--- src/pkg/ism_cfg.svh ---
`ifndef ISM_CFG_SVH
`define ISM_CFG_SVH

// Register offsets on the control port
`define ISM_FLAGS_ADDR    8'h7F
`define ISM_MASKS_ADDR    8'h80

// Widths
`define ISM_NSRC          10
`define ISM_AW            8
`define ISM_DW            16

// Flag and mask positions, shared by both registers; the summary bit is in the status register only
`define ISM_PIN4_BIT      9
`define ISM_SEQ_BIT       8
`define ISM_PIN3_BIT      7
`define ISM_PIN2_BIT      6
`define ISM_PIN1_BIT      5
`define ISM_IN8_BIT       4
`define ISM_IN7_BIT       3
`define ISM_LOCK_BIT      2
`define ISM_SHORT_BIT     1
`define ISM_DETECT_BIT    0
`define ISM_SUMMARY_BIT   10

// Reset values
`define ISM_FLAG_RST      10'h000
`define ISM_MASK_RST      10'h3FF
`define ISM_SRC_RST       10'h000
`define ISM_DATA_RST      16'h0000

`endif

--- src/pkg/ism_pkg.sv ---
`include "ism_cfg.svh"

package ism_pkg;

    typedef logic [`ISM_AW-1:0]   ism_addr_t;
    typedef logic [`ISM_DW-1:0]   ism_data_t;
    typedef logic [`ISM_NSRC-1:0] ism_vec_t;

    // Mask register layout, most significant field first
    typedef struct packed {
        logic pin4_event_mask;
        logic sequencer_event_mask;
        logic pin3_event_mask;
        logic pin2_event_mask;
        logic pin1_event_mask;
        logic input8_event_mask;
        logic input7_event_mask;
        logic lock_event_mask;
        logic bias_short_event_mask;
        logic bias_detect_event_mask;
    } ism_masks_s;

    // State of the top module
    typedef struct packed {
        ism_vec_t   src_prev;
        ism_masks_s masks;
        logic       irq;
        ism_data_t  rdata;
    } ism_top_s;

    // State of the flag bank
    typedef struct packed {
        ism_vec_t flags;
    } ism_bank_s;

endpackage : ism_pkg

--- src/pkg/ism_flag_if.sv ---
`timescale 1ns/1ns
`include "ism_cfg.svh"

// Set and clear requests toward the flag bank, flags back
interface ism_flag_if;
    logic [`ISM_NSRC-1:0] set_vec;
    logic [`ISM_NSRC-1:0] clr_vec;
    logic [`ISM_NSRC-1:0] flags;
    modport ctrl (output set_vec, output clr_vec, input flags);
    modport bank (input set_vec, input clr_vec, output flags);
endinterface : ism_flag_if

--- src/verilog/ism_flag_bank.sv ---
`timescale 1ns/1ns
`include "ism_cfg.svh"

module ism_flag_bank (
    input  wire logic clk,
    input  wire logic rst_n,
    ism_flag_if.bank  fl
);
    import ism_pkg::*;

    ism_bank_s bank_ff;
    ism_bank_s nxt_bank;

    ////////////////////////////////////////////////////////////////
    // Latching flags; a new event outranks a clear in the same cycle
    always_comb begin
        nxt_bank       = bank_ff;
        nxt_bank.flags = fl.set_vec | (bank_ff.flags & ~fl.clr_vec);
    end

    // Flags come out of reset cleared
    always_ff @(posedge clk or negedge rst_n) begin
        if (!rst_n) begin
            bank_ff <= '{flags: `ISM_FLAG_RST};
        end else begin
            bank_ff <= nxt_bank;
        end
    end

    assign fl.flags = bank_ff.flags;

endmodule : ism_flag_bank

--- src/verilog/ism_top.sv ---
// Added by the designer: strobed register access.
`timescale 1ns/1ns
`include "ism_cfg.svh"

module ism_top (
    input  wire logic              clk,
    input  wire logic              rst_n,
    input  wire ism_pkg::ism_addr_t reg_addr,
    input  wire ism_pkg::ism_data_t reg_wdata,
    input  wire logic              reg_wr,
    input  wire logic              reg_rd,
    output      ism_pkg::ism_data_t reg_rdata,
    input  wire logic              pin4_in,
    input  wire logic              sequencer_busy_in,
    input  wire logic              pin3_in,
    input  wire logic              pin2_in,
    input  wire logic              pin1_in,
    input  wire logic              input8_in,
    input  wire logic              input7_in,
    input  wire logic              lock_in,
    input  wire logic              bias_short_in,
    input  wire logic              bias_detect_in,
    output      logic              irq
);
    import ism_pkg::*;

    ////////////////////////////////////////////////////////////////
    // Declarations
    ism_top_s   state_ff;
    ism_top_s   nxt_state;
    ism_vec_t   src_vec;
    ism_vec_t   edge_vec;
    ism_vec_t   clr_vec;
    ism_vec_t   flag_vec;
    ism_vec_t   mask_vec;
    ism_vec_t   live_vec;
    logic       flags_hit;
    logic       masks_hit;
    logic       flags_wr;
    logic       masks_wr;
    logic       summary;
    logic       irq_next;

    ism_flag_if fl ();

    ////////////////////////////////////////////////////////////////
    // Source collection
    // Each condition lands at the bit that its flag and mask share,
    // so status and mask registers can be read side by side.
    always_comb begin
        src_vec                  = '0;
        src_vec[`ISM_PIN4_BIT]   = pin4_in;
        src_vec[`ISM_SEQ_BIT]    = sequencer_busy_in;
        src_vec[`ISM_PIN3_BIT]   = pin3_in;
        src_vec[`ISM_PIN2_BIT]   = pin2_in;
        src_vec[`ISM_PIN1_BIT]   = pin1_in;
        src_vec[`ISM_IN8_BIT]    = input8_in;
        src_vec[`ISM_IN7_BIT]    = input7_in;
        src_vec[`ISM_LOCK_BIT]   = lock_in;
        src_vec[`ISM_SHORT_BIT]  = bias_short_in;
        src_vec[`ISM_DETECT_BIT] = bias_detect_in;
    end

    // Rising edges are the events. A condition that stays high does not
    // re-arm its flag once software has cleared it; it must drop first.
    assign edge_vec = src_vec & ~state_ff.src_prev;

    ////////////////////////////////////////////////////////////////
    // Register decode
    assign flags_hit = (reg_addr == `ISM_FLAGS_ADDR);
    assign masks_hit = (reg_addr == `ISM_MASKS_ADDR);
    assign flags_wr  = reg_wr & flags_hit;
    assign masks_wr  = reg_wr & masks_hit;

    // Write-one-to-clear; the summary bit is read-only and ignores writes
    assign clr_vec = flags_wr ? reg_wdata[`ISM_NSRC-1:0] : '0;

    ////////////////////////////////////////////////////////////////
    // Flag bank
    assign fl.set_vec = edge_vec;
    assign fl.clr_vec = clr_vec;
    assign flag_vec   = fl.flags;

    ism_flag_bank u_flag_bank (
        .clk   (clk),
        .rst_n (rst_n),
        .fl    (fl)
    );

    ////////////////////////////////////////////////////////////////
    // Summary and interrupt terms
    // Masks only gate the output; flags below them keep latching.
    assign mask_vec = state_ff.masks;
    assign live_vec = flag_vec & ~mask_vec;
    assign summary  = |flag_vec;
    assign irq_next = |live_vec;

    ////////////////////////////////////////////////////////////////
    // Next state
    // Read data stand for one cycle only and are zero otherwise, which
    // keeps a stale word from being mistaken for a fresh answer.
    always_comb begin
        nxt_state          = state_ff;
        nxt_state.src_prev = src_vec;
        nxt_state.irq      = irq_next;
        nxt_state.rdata    = '0;
        if (masks_wr) begin
            nxt_state.masks = ism_masks_s'(reg_wdata[`ISM_NSRC-1:0]);
        end
        if (reg_rd) begin
            if (flags_hit) begin
                // Sequencer bit is passed as held; meaning is software's call
                nxt_state.rdata = ism_data_t'({summary, flag_vec});
            end else if (masks_hit) begin
                nxt_state.rdata = ism_data_t'(mask_vec);
            end else begin
                nxt_state.rdata = '0;
            end
        end
    end

    ////////////////////////////////////////////////////////////////
    // State register
    always_ff @(posedge clk or negedge rst_n) begin
        if (!rst_n) begin
            state_ff <= '{src_prev: `ISM_SRC_RST,
                          masks:    `ISM_MASK_RST,
                          irq:      1'b0,
                          rdata:    `ISM_DATA_RST};
        end else begin
            state_ff <= nxt_state;
        end
    end

    // Outputs straight from flops; irq trails the flags by one cycle
    assign irq       = state_ff.irq;
    assign reg_rdata = state_ff.rdata;

    ////////////////////////////////////////////////////////////////
    // Per-source checks
    genvar i;
    generate
        for (i = 0; i < `ISM_NSRC; i++) begin : g_chk
            // An edge is latched at the next edge of the clock
            a_edge_sets_flag: assert property (
                @(posedge clk) disable iff (!rst_n)
                edge_vec[i] |=> flag_vec[i])
            else $error("event edge did not set its flag");

            // A one written to a set flag clears it
            a_write_one_clears: assert property (
                @(posedge clk) disable iff (!rst_n)
                (flags_wr && reg_wdata[i] && !edge_vec[i]) |=> !flag_vec[i])
            else $error("write of one did not clear flag");

            // A held flag survives anything but a one written to it
            a_flag_stays_latched: assert property (
                @(posedge clk) disable iff (!rst_n)
                (flag_vec[i] && !(flags_wr && reg_wdata[i])) |=> flag_vec[i])
            else $error("flag dropped without a clear");

            // Clear and event together leave the flag set
            a_set_beats_clear: assert property (
                @(posedge clk) disable iff (!rst_n)
                (edge_vec[i] && flags_wr && reg_wdata[i]) |=> flag_vec[i])
            else $error("simultaneous event lost to a clear");

            // No flag appears without an event
            a_no_spurious_flag: assert property (
                @(posedge clk) disable iff (!rst_n)
                (!flag_vec[i] && !edge_vec[i]) |=> !flag_vec[i])
            else $error("flag set with no event");

            // Masked flag keeps latching; irq follows only unmasked flags
            a_masked_still_latch: assert property (
                @(posedge clk) disable iff (!rst_n)
                (edge_vec[i] && mask_vec[i] && !masks_wr) |=>
                    (flag_vec[i] && mask_vec[i])
                    ##1 (irq == $past((flag_vec & ~mask_vec) != '0)))
            else $error("masked source stopped latching");

            // An unmasked set flag raises irq one cycle later
            a_unmasked_drives: assert property (
                @(posedge clk) disable iff (!rst_n)
                (flag_vec[i] && !mask_vec[i]) |=> irq)
            else $error("unmasked flag failed to raise irq");
        end
    endgenerate

    ////////////////////////////////////////////////////////////////
    // Whole-block checks
    // Nothing unmasked means irq drops in the next cycle
    a_mask_blocks_irq: assert property (
        @(posedge clk) disable iff (!rst_n)
        (live_vec == '0) |=> !irq)
    else $error("irq high with every live flag masked");

    // Irq stays up while any unmasked flag remains set
    a_irq_holds: assert property (
        @(posedge clk) disable iff (!rst_n)
        (irq && (live_vec != '0)) |=> irq)
    else $error("irq dropped while an unmasked flag was set");

    // Status read returns summary over the ten flags, one cycle later
    a_summary_read: assert property (
        @(posedge clk) disable iff (!rst_n)
        (reg_rd && flags_hit) |=>
            (reg_rdata[`ISM_SUMMARY_BIT] == $past(summary))
            && (reg_rdata[`ISM_SUMMARY_BIT] == (|reg_rdata[`ISM_NSRC-1:0])))
    else $error("summary bit does not match flags");

    // Status read returns flags at their positions, upper bits zero
    a_flag_read: assert property (
        @(posedge clk) disable iff (!rst_n)
        (reg_rd && flags_hit) |=>
            (reg_rdata[`ISM_NSRC-1:0] == $past(flag_vec))
            && (reg_rdata[`ISM_DW-1:`ISM_SUMMARY_BIT+1] == '0))
    else $error("status read returned wrong flags");

    // A mask write lands and reads back at the same positions
    a_mask_write_read: assert property (
        @(posedge clk) disable iff (!rst_n)
        (masks_wr && !reg_rd) ##1 (reg_rd && masks_hit) |=>
            reg_rdata == ism_data_t'($past(mask_vec)))
    else $error("mask read back differs from written value");

    // Mask register takes exactly the low bits of the write
    a_mask_takes_write: assert property (
        @(posedge clk) disable iff (!rst_n)
        masks_wr |=> mask_vec == `ISM_NSRC'($past(reg_wdata)))
    else $error("mask write not stored");

    // Out of reset every source is masked and no flag is set
    a_reset_values: assert property (
        @(posedge clk) disable iff (!rst_n)
        $rose(rst_n) |-> ((mask_vec == `ISM_MASK_RST)
                          && (flag_vec == `ISM_FLAG_RST) && !irq))
    else $error("wrong values after reset");

    // Read data live for the one cycle after a read only
    a_rdata_one_cycle: assert property (
        @(posedge clk) disable iff (!rst_n)
        !reg_rd |=> reg_rdata == '0)
    else $error("read data present without a read");

    // Unmapped reads answer zero
    a_unmapped_zero: assert property (
        @(posedge clk) disable iff (!rst_n)
        (reg_rd && !flags_hit && !masks_hit) |=> reg_rdata == '0)
    else $error("unmapped read returned data");

    // Writes to the status register never touch the masks
    a_flag_write_no_mask: assert property (
        @(posedge clk) disable iff (!rst_n)
        (flags_wr && !masks_wr) |=> $stable(mask_vec))
    else $error("status write altered masks");

endmodule : ism_top

--- config.mk ---
export PLATFORM = sky130hd
export DESIGN_NAME = ism_top
export DESIGN_NICKNAME = d
export VERILOG_FILES = /design/src/pkg/ism_pkg.sv /design/src/pkg/ism_flag_if.sv /design/src/verilog/ism_flag_bank.sv /design/src/verilog/ism_top.sv
export VERILOG_INCLUDE_DIRS = /design/src /design/src/pkg
export SDC_FILE = /design/constraint.sdc
export NUM_CORES = 1
export LEC_CHECK = 0
export BUFFER_PORTS_ARGS = -buffer_cell sky130_fd_sc_hd__clkbuf_2
export CAP_MARGIN = 15
export CORE_UTILIZATION = 48
export DETAILED_ROUTE_END_ITERATION = 16
export HOLD_SLACK_MARGIN = 0.1
export PLACE_DENSITY = 0.81
export SLEW_MARGIN = 25
export SYNTH_ARGS = -nofsm -noshare
export SYNTH_HDL_FRONTEND = slang
export SYNTH_SLANG_ARGS = --single-unit
--- constraint.sdc ---
create_clock -name clk -period 3.5 [get_ports clk]
set_clock_uncertainty 0.05 [all_clocks]
set_input_delay 0.7 -clock clk [delete_from_list [all_inputs] [get_ports clk]]
set_output_delay 0.7 -clock clk [all_outputs]
set_load 0.02 [all_outputs]
# Word level (Yosys, flattened, before mapping)
# Index checks and enable logic that the tools add are counted.
# op_classes
multipliers,0
n_lt_le_gt_ge,0
n_bitwise,9
n_mux,4
addsub,0
reduce_logical,2
n_shift,0
n_div,0
n_eq_ne,2
# op_table
operator,count
$and 10x10->10,3
$not 10->10,3
$mux 11,2
$mux 10,2
$reduce_or 10->1,2
$or 10x10->10,1
$eq 8x7->1 const B,1
$eq 8x8->1 const B,1
$and 1x1->1,2
# totals
mem_bits_rw,0
mem_bits_ro,0
mem_count,0
latch_bits,0
input_bits,38
register_bits,47
out_inout_bits,17
word_cells,31

# Logic depth before layout (Yosys ltp)
# Gate-level depths: netlist of run 1.
# logic_depth
word_depth,6
ltp_mapped,4
mapped_depth_nobuf,3

# Cells and area by module
# From an unflattened synthesis of run 1, not the netlist that was laid out.
# unflattened
cells_unflattened,150
area_unflattened_um2,1855.5
# modules_own_cells
module,n_inst,cells_per_inst,seq_area_each_um2,area_each_um2
ism_top,1,120,813.3,1492.7
ism_flag_bank,1,30,250.2,362.8

# Worst setup path after synthesis of run 1
# Ideal clock, no wire load.
# synth_path
path_type,input to register
from,input port reg_addr[1]
to,"register state_ff, in the netlist mask_vec[0]"
path_slack_ns,1.900
path_stages,3
path_buffers,0
setup_time_ns,0.082
required_ns,3.368
arrival_time_ns,1.468
path_cell_list,nor4_4 nand3_4 mux2_2
# synth_between
elab_chain_len,2
# synth_rtl
element,line,source
start: declaration,ism_top.sv:8,"input wire ism_pkg::ism_addr_t reg_addr,"
$eq 8x8->1 (no line),-,
$and 1x1->1,ism_top.sv:73,assign masks_wr = reg_wr & masks_hit;
end signal: assignment,ism_top.sv:126,"state_ff <= '{src_prev: `ISM_SRC_RST,"
end signal: assignment,ism_top.sv:131,state_ff <= nxt_state;
end: declaration,ism_top.sv:29,ism_top_s state_ff;
# No other way between the ends.
# A chain may end at the register's enable or synchronous reset.

==> key figures, run 1 <==
Clocking
  • Num CTS Buffers: 5
  • CTS sink count: 42
  • Worst skew pair latency: 0.30 ns
  • Clock-pin transition on the worst setup and hold timing paths: 0.07 ns
  • Htree depth: 2
  • CTS Buffer Depth: 2
  • Clock Root Buffer: clkbuf_8
  • CTS tree: yes
  • Hold-fix buffers, CTS: 0
  • Postcts setup bufs: 0
  • Post-CTS sizing: 0

Setup path
  • Worst Path Arrival: 2.08 ns
  • Worst Setup End Kind: register
  • CP max FO: 11
  • Crit path kind: in2reg
  • WP data required: 3.66 ns
  • Crit path launch type: input pin

STA
  • Final Hold Viols: 0
  • Tcrit/Tclk final: 54.8%
  • Achievable Freq: 522 MHz
  • Max-Slew Margin vs Limit: 41.8%
  • RSZ-0062 raised after global routing: false
  • Setup ws final: roughly 1.6 ns
  • Fin crit period: approximately 1.9 ns
  • Post-Route Setup TNS: 0 ns
  • Final setup vio count: 0
  • Final Max Slew Viols: 0
  • Tightest Pin Transition: 0.873 ns

Yosys
  • Syn. warnings: 0
  • Synth Instances: 151
  • Post-synthesis xor/xnor area fraction: 0%
  • Simple-gate share of the synthesized area: 11.5%
  • Largest family of logic cells by synthesized area: buffers and inverters
  • Cell area after synthesis: 0.00181 mm2
  • Proportion of synthesized area in mux cells: 6.23%
  • Seq cells post-synth: 42
  • Mean area per synthesized cell: 12.0 um2
  • Sequential area share after synthesis: between 50% and 60%
  • Compound-Gate Fraction of Synth Area: 11.3%
  • Netlist cell types: 26
  • Adder-Cell Fraction of Synth Area: 0%

Drt
  • Routed WL: 3.47 mm
  • Routed length per placed instance: 14.9 um
  • Detailed-route via count: 1216
  • Detailed Routing Iterations Pass 1: 4
  • Antenna violation net count after detailed routing: 0
  • DR vias/cell: between 5 and 6
  • 1st-iter DRT viols: 53
  • DRC: 0

Placement
  • Post-DP HPWL: 2.49 mm
  • Final Wtd Congestion: 0.790
  • Post-place setup slack: 1.26 ns
  • Port Buffers: 43

Global routing
  • Initial antenna violation count: 0
  • Largest net degree at the start of global routing: 43
  • Tot GR Track Use: roughly a fifth
  • Remaining Overflow, GRT: 0
  • Vias in the first global route: 1275
  • First-pass GRT wire length: approximately 6 mm

Die
  • Die H: 63.4 um
  • Die width: 63.4 um
  • Die area: around 0.0040 mm2
  • # rows: 21
  • Core ar.: about 0.0035 mm2
  • I/O pins: 55
  • Initial core utilization: 52.1%

Pwr
  • Overall power: 879 uW
  • Leakage power: 1.02 nW
  • Worst vdd ir: 205 uV
  • Power per cell area: 430 mW/mm2

Finish
  • Antenna Cells: 0
  • Register area: 0.00106 mm2
  • Nets@finish: 223
  • Multi-input gate area: 543 um2
  • Fill cells: 290
  • Area delta synth->final: 13.2%
  • Layout cells sized above 1: 40.3%

Run status
  • Status: complete, no violations

Min path
  • Class of the worst hold path: reg2reg

Flow run
  • Maxcap violations: 0
-- area by class of cell --
cell class	instances	area share, %
Inverter	18	3.30
Sequential cell	42	52.0
Clock inverter	1	0.245
Tap cell	46	2.81
Multi-Input combinational cell	74	26.5
Clock buffer	7	4.22
Timing Repair Buffer	44	10.9
-- cell families (layout without fill, tap and decap cells) --
kind of cell	after synthesis	count (layout)
AO/OA/AOI/OAI	28	28
buffers and inverters	39	70
flip-flops	42	42
multiplexers	10	10
other	1	5
AND/OR/NAND/NOR	31	31
-- worst paths after layout --
kind / from / end / slack (ns) / cells past startpoint
setup reg to reg: mask_vec[9] / irq / 2.10 / 3
min in group asynchronous: rst_n / reg_rdata[5] / 0.46 / 1
max in group asynchronous: rst_n / state_ff[27] / 2.39 / 1
setup / recovery: reg_addr[7] / reg_rdata[10] / 1.58 / 5
hold reg to reg: state_ff[34] / u_flag_bank.fl.flags[7] / 0.37 / 1
hold / removal: state_ff[34] / u_flag_bank.fl.flags[7] / 0.37 / 1
-- registers in the layout, summed over array words and instances (netlist names) --
signal / flops
reg_rdata: 11
state_ff: 10
mask_vec: 10
irq: 1
u_flag_bank.fl.flags: 10
-- cells in the mapped netlist --
master,instances,area share [%]
clkbuf_1,3,0.62
conb_1,1,0.21
nor4_1,1,0.35
nand4_1,1,0.35
buf_6,1,0.62
and3_2,1,0.42
dfrtp_1,32,44
a21boi_0,1,0.42
nand4b_1,1,0.48
nor4b_4,1,1.3
buf_2,1,0.28
nand2b_1,3,1.0
o31ai_1,3,1.2
buf_4,16,6.6
nand3_4,1,0.97
mux2_2,10,6.2
or4_1,2,0.83
inv_1,18,3.7
o22ai_1,10,3.5
o2111ai_1,1,0.48
nor4_4,1,1.2
nor3_1,9,2.5
nand2_1,10,2.1
dfstp_2,10,15
a22o_1,10,4.8
o21ai_0,3,0.83
-- power by group --
part	leakage [nW]	internal [mW]	switching, mW
Sequential	0.470	0.502	0.00660
Clock	0.0482	0.159	0.153
Combinational	0.501	0.0223	0.0366
-- metal layers --
metal  GRT usage, %  share of wire [%]
met5              0                  0
met4           16.5                4.8
met3           4.17                4.7
met2           31.8                 50
met1           23.1                 40
-- worst max-delay path: stages --
cell      delay [ns]
clkbuf_2        0.10
nand4b_1        0.51
nor3_1          0.32
buf_4           0.23
a21boi_0        0.21
-- metrics by stage --
step	instances	hold WS [ns]	instance area [um2]	util [%]
detailed placement	224	0.370	1950	56.3
finish	232	0.372	2050	59.0
global placement	224	0.352	1950	56.3
CTS	232	0.380	2050	59.0
global route	232	0.392	2050	59.0
floorplan	155	0.350	1820	-
-- placed cells by master (no fill, tap or decap) --
cell type	n
o21ai_0	3
clkbuf_2	42
inv_1	18
nand4b_1	1
nor4b_4	1
clkbuf_1	1
a22o_1	10
dfrtp_1	32
clkinv_2	1
dfstp_2	10
nand2_1	10
nand3_4	1
conb_1	5
nor4_4	1
clkbuf_8	6
o31ai_1	3
and3_2	1
nor4_1	1
o22ai_1	10
nor3_1	9
a21boi_0	1
or4_1	2
o2111ai_1	1
nand4_1	1
buf_4	1
mux2_2	10
buf_2	1
nand2b_1	3
(Power assumes the default switching activity.)
==> run 2: changes to the inputs <==
ABC_AREA = 1   (was unset)
CORE_UTILIZATION = 46   (was 48)
clock period = 1.65 ns   (was 3.5 ns; I/O delays follow)
==> run 2 against run 1 <==
Global-route usage is 1.1 points lower. Flip-flop and latch count did not move. Final area rose by 13%. Via count is 26% higher. Non-clock buffer count is 12 higher. Critical path type is now reg2reg. Count of clock-buffer cells in the layout up 1.
==> key figures, run 2 <==
Finish
  • Nets@finish: 305 (+37%)
  • Most frequent cells in the layout: nand2_1, clkbuf_2, dfrtp_1
  • Layout cells sized above 1: 28.0% (-12 points)
  • Largest register FFs: 11 (unchanged)
  • Antenna Cells: 0 (unchanged)
  • Fill cells: 363 (+25%)
  • Most common cell after layout, fill and taps aside: nand2_1
  • Area delta synth->final: 17.5%
  • Fin area: 0.00231 mm2 (+13%)
  • Post-layout util: 56.8% (-2.2 points)

Flow run
  • Maxcap violations: 0 (unchanged)

Setup path
  • Reg-to-Reg Start: mask_vec[0]
  • CP Launch Point: mask_vec[0]
  • Crit path kind: reg2reg
  • CP max stage delay: 0.55 ns (+0.04 ns)
  • Worst Setup End Kind: register
  • CP max FO: 3 (-8)
  • WP data required: 1.77 ns (-1.89 ns)
  • Crit path launch type: register
  • CP max stage cell: dfstp_2
  • Crit path buf inv count: 1 (-1)
  • Crit-path leading delay family: flip-flops
  • Worst Path Arrival: 1.36 ns (-0.72 ns)
  • Cells along the critical path: inv_1 > nand2_1 > nand3_1 > nor3_1 > nand2_1
  • Worst path most repeated cell: nand2_1

Yosys
  • Post-synthesis xor/xnor area fraction: 0% (unchanged)
  • Cell area after synthesis: 0.00196 mm2 (+8.6%)
  • Synth area leader: dfrtp_1
  • Count leader, synth: nand2_1
  • Proportion of synthesized area in mux cells: 0% (-6.2 points)
  • Largest family of logic cells by synthesized area: simple AND/OR/NAND/NOR gates
  • Simple-gate share of the synthesized area: 29.8% (+18 points)
  • Yosys top cell area share: 40.8% (-3.5 points)
  • EDFF count, synth: 0 (unchanged)
  • Syn. warnings: 0 (unchanged)
  • Synth top area cells: dfrtp_1, dfstp_2, nand2_1
  • Synth Instances: 222 (+47%)
  • Mean area per synthesized cell: 8.84 um2 (-26%)
  • Sequential area share after synthesis: 54.2% (-4.7 points)
  • Async SR Flop Fraction: 100% (unchanged)
  • Seq cells post-synth: 42 (unchanged)
  • Adder-Cell Fraction of Synth Area: 0% (unchanged)
  • Netlist cell types: 21 (-19%)
  • Compound-Gate Fraction of Synth Area: 3.06% (-8.2 points)
  • Commonest cells post-synth: nand2_1, dfrtp_1, inv_1, nand3_1, buf_4
  • Main synth FF type: dfrtp_1

STA
  • Max-Slew Margin vs Limit: 66.6% (+25 points)
  • Final Max Slew Viols: 0 (unchanged)
  • Final setup vio count: 0 (unchanged)
  • Post-Route Setup TNS: 0 ns (unchanged)
  • Fin crit period: 1.24 ns
  • Achievable Freq: 807 MHz
  • RSZ-0062 raised after global routing: false
  • Tightest Pin Transition: 0.502 ns (-0.371 ns)
  • Final Hold Viols: 0 (unchanged)
  • Tcrit/Tclk final: between 70% and 80%

Clocking
  • Htree depth: 2 (unchanged)
  • Clock-pin transition on the worst setup and hold timing paths: 0.07 ns (about the same)
  • CTS sink count: 42 (unchanged)
  • CTS Buffer Depth: 2 (unchanged)
  • Clock Root Buffer: clkbuf_8
  • CTS tree: yes
  • Num CTS Buffers: 5 (unchanged)
  • Worst skew pair latency: 0.29 ns (about the same)

Global routing
  • Tot GR Track Use: 18.9% (-1.1 points)
  • Largest net degree at the start of global routing: 43 (unchanged)
  • First-pass GRT wire length: 6.04 mm (+2.9%)
  • Initial antenna violation count: 0 (unchanged)
  • Remaining Overflow, GRT: 0 (unchanged)
  • Vias in the first global route: 1397 (+9.6%)

Drt
  • Routed length per placed instance: 11.5 um (-23%)
  • DRC: 0 (unchanged)
  • Routed WL: 3.65 mm (+5.2%)
  • DR vias/cell: 4.83 (-7.9%)
  • Detailed Routing Iterations Pass 1: 5 (+1)
  • Antenna violation net count after detailed routing: 0 (unchanged)
  • 1st-iter DRT viols: 44 (-17%)
  • Detailed-route via count: 1535 (+26%)

Die
  • I/O pins: 55 (unchanged)
  • Die area: 0.00453 mm2 (+13%)
  • Initial core utilization: 48.4% (-3.7 points)
  • Core ar.: 0.00406 mm2 (+17%)
  • # rows: 23 (+9.5%)
  • Die H: 67.3 um (+6.2%)
  • Die width: 67.3 um (+6.2%)

Pwr
  • Sw Pwr: 428 uW (+120%)
  • Sw frac: 23.0% (+0.70 points)
  • Leakage power: 1.20 nW (+18%)
  • Total internal power: 1.43 mW (+110%)
  • Share of power burned in registers: 58.3% (+0.5 points)
  • Worst vdd ir: 568 uV (+180%)
  • Power per cell area: 804 mW/mm2 (+87%)
  • Combinational Power Share: 8.5% (+1.8 points)
  • Clock share of power: 33.2% (-2.3 points)

Placement
  • Post-DP Area: 0.00212 mm2 (+8.3%)
  • Final Wtd Congestion: 0.823 (+4.2%)
  • Port Buffers: 43 (unchanged)
  • Post-DP HPWL: 2.58 mm (+3.6%)

Run status
  • Status: complete, no violations

Min path
  • Hold_sp: reg_wdata[3]
  • Class of the worst hold path: in2reg
==> run 2: changes by cell type after synthesis, sizes merged, moves of 10 or more <==
cell	previous run	this run
nand2	10	75
a22o	10	0
nand4	1	13
mux2	10	0
nand3	1	19
nor2	0	15
==> run 2: power by group through the flow <==
stage | sequential [mW] | clock (mW) | combinational, mW
floorplan | 1.09 | 0 | 0.0745
global placement | 1.10 | 0 | 0.134
detailed placement | 1.10 | 0 | 0.138
CTS | 1.08 | 0.638 | 0.142
global route | 1.08 | 0.684 | 0.178
finish | 1.08 | 0.617 | 0.157
==> run 2: worst reg2reg max path, stage by stage, from the launching register on <==
cell and delay, ns:
dfstp_2 0.55, inv_1 0.04, nand2_1 0.06, nand3_1 0.09, nor3_1 0.23, nand2_1 0.09
==> run 2: cell type report <==
cell class | count | area [um2] | share of cell area (%)
inverter | 22 | 82.6 | 3.58
sequential | 42 | 1060 | 46.1
clock buffer | 8 | 80.1 | 3.47
multi-input combinational | 140 | 664 | 28.8
timing repair buffer | 56 | 353 | 15.3
tap | 50 | 62.6 | 2.71
==> run 2: logic make-up (layout without fill, tap and decap cells) <==
| group | count (synthesis) | after routing |
|---|---|---|
| buffers and inverters | 44 | 86 |
| AO/OA/AOI/OAI | 11 | 11 |
| flip-flops | 42 | 42 |
| other | 1 | 5 |
| AND/OR/NAND/NOR | 124 | 124 |
==> run 2: final timing paths <==
path | slack [ns] | to | cells after the start
max | 0.41 | irq | 5
min | 0.20 | mask_vec[3] | 3
max in group asynchronous | 0.59 | mask_vec[4] | 3
min reg2reg | 0.42 | u_flag_bank.fl.flags[1] | 3
max reg2reg | 0.41 | irq | 5
min in group asynchronous | 0.59 | reg_rdata[7] | 3
==> run 2: per-layer routing <==
metal  wire length (um)  share of wire, %  vias up  global-route usage (%)
met1               1520                42      692                    20.9
li1                   -                 -      773                       -
met5                  0                 0        -                       0
met3                238               6.5        8                    5.91
met2               1750                48       62                    30.4
met4                133               3.6        0                    14.1
==> run 2: what timing repair did <==
action | in CTS | in global routing
buffers inserted | 0 | 0
hold buffers | 2 | 9
resized for setup | 0 | 0
endpoints found under the hold margin | 33 | 9
==> run 2: metrics by stage <==
stage	setup WS [ns]	power (mW)	cells	hold WS, ns
after floorplan	0.540	1.17	226	-0.0156
after global placement	0.271	1.23	299	0.362
after detailed placement	0.213	1.24	299	0.370
after CTS	0.431	1.86	309	0.101
after global routing	0.373	1.95	318	0.193
final	0.411	1.85	318	0.199
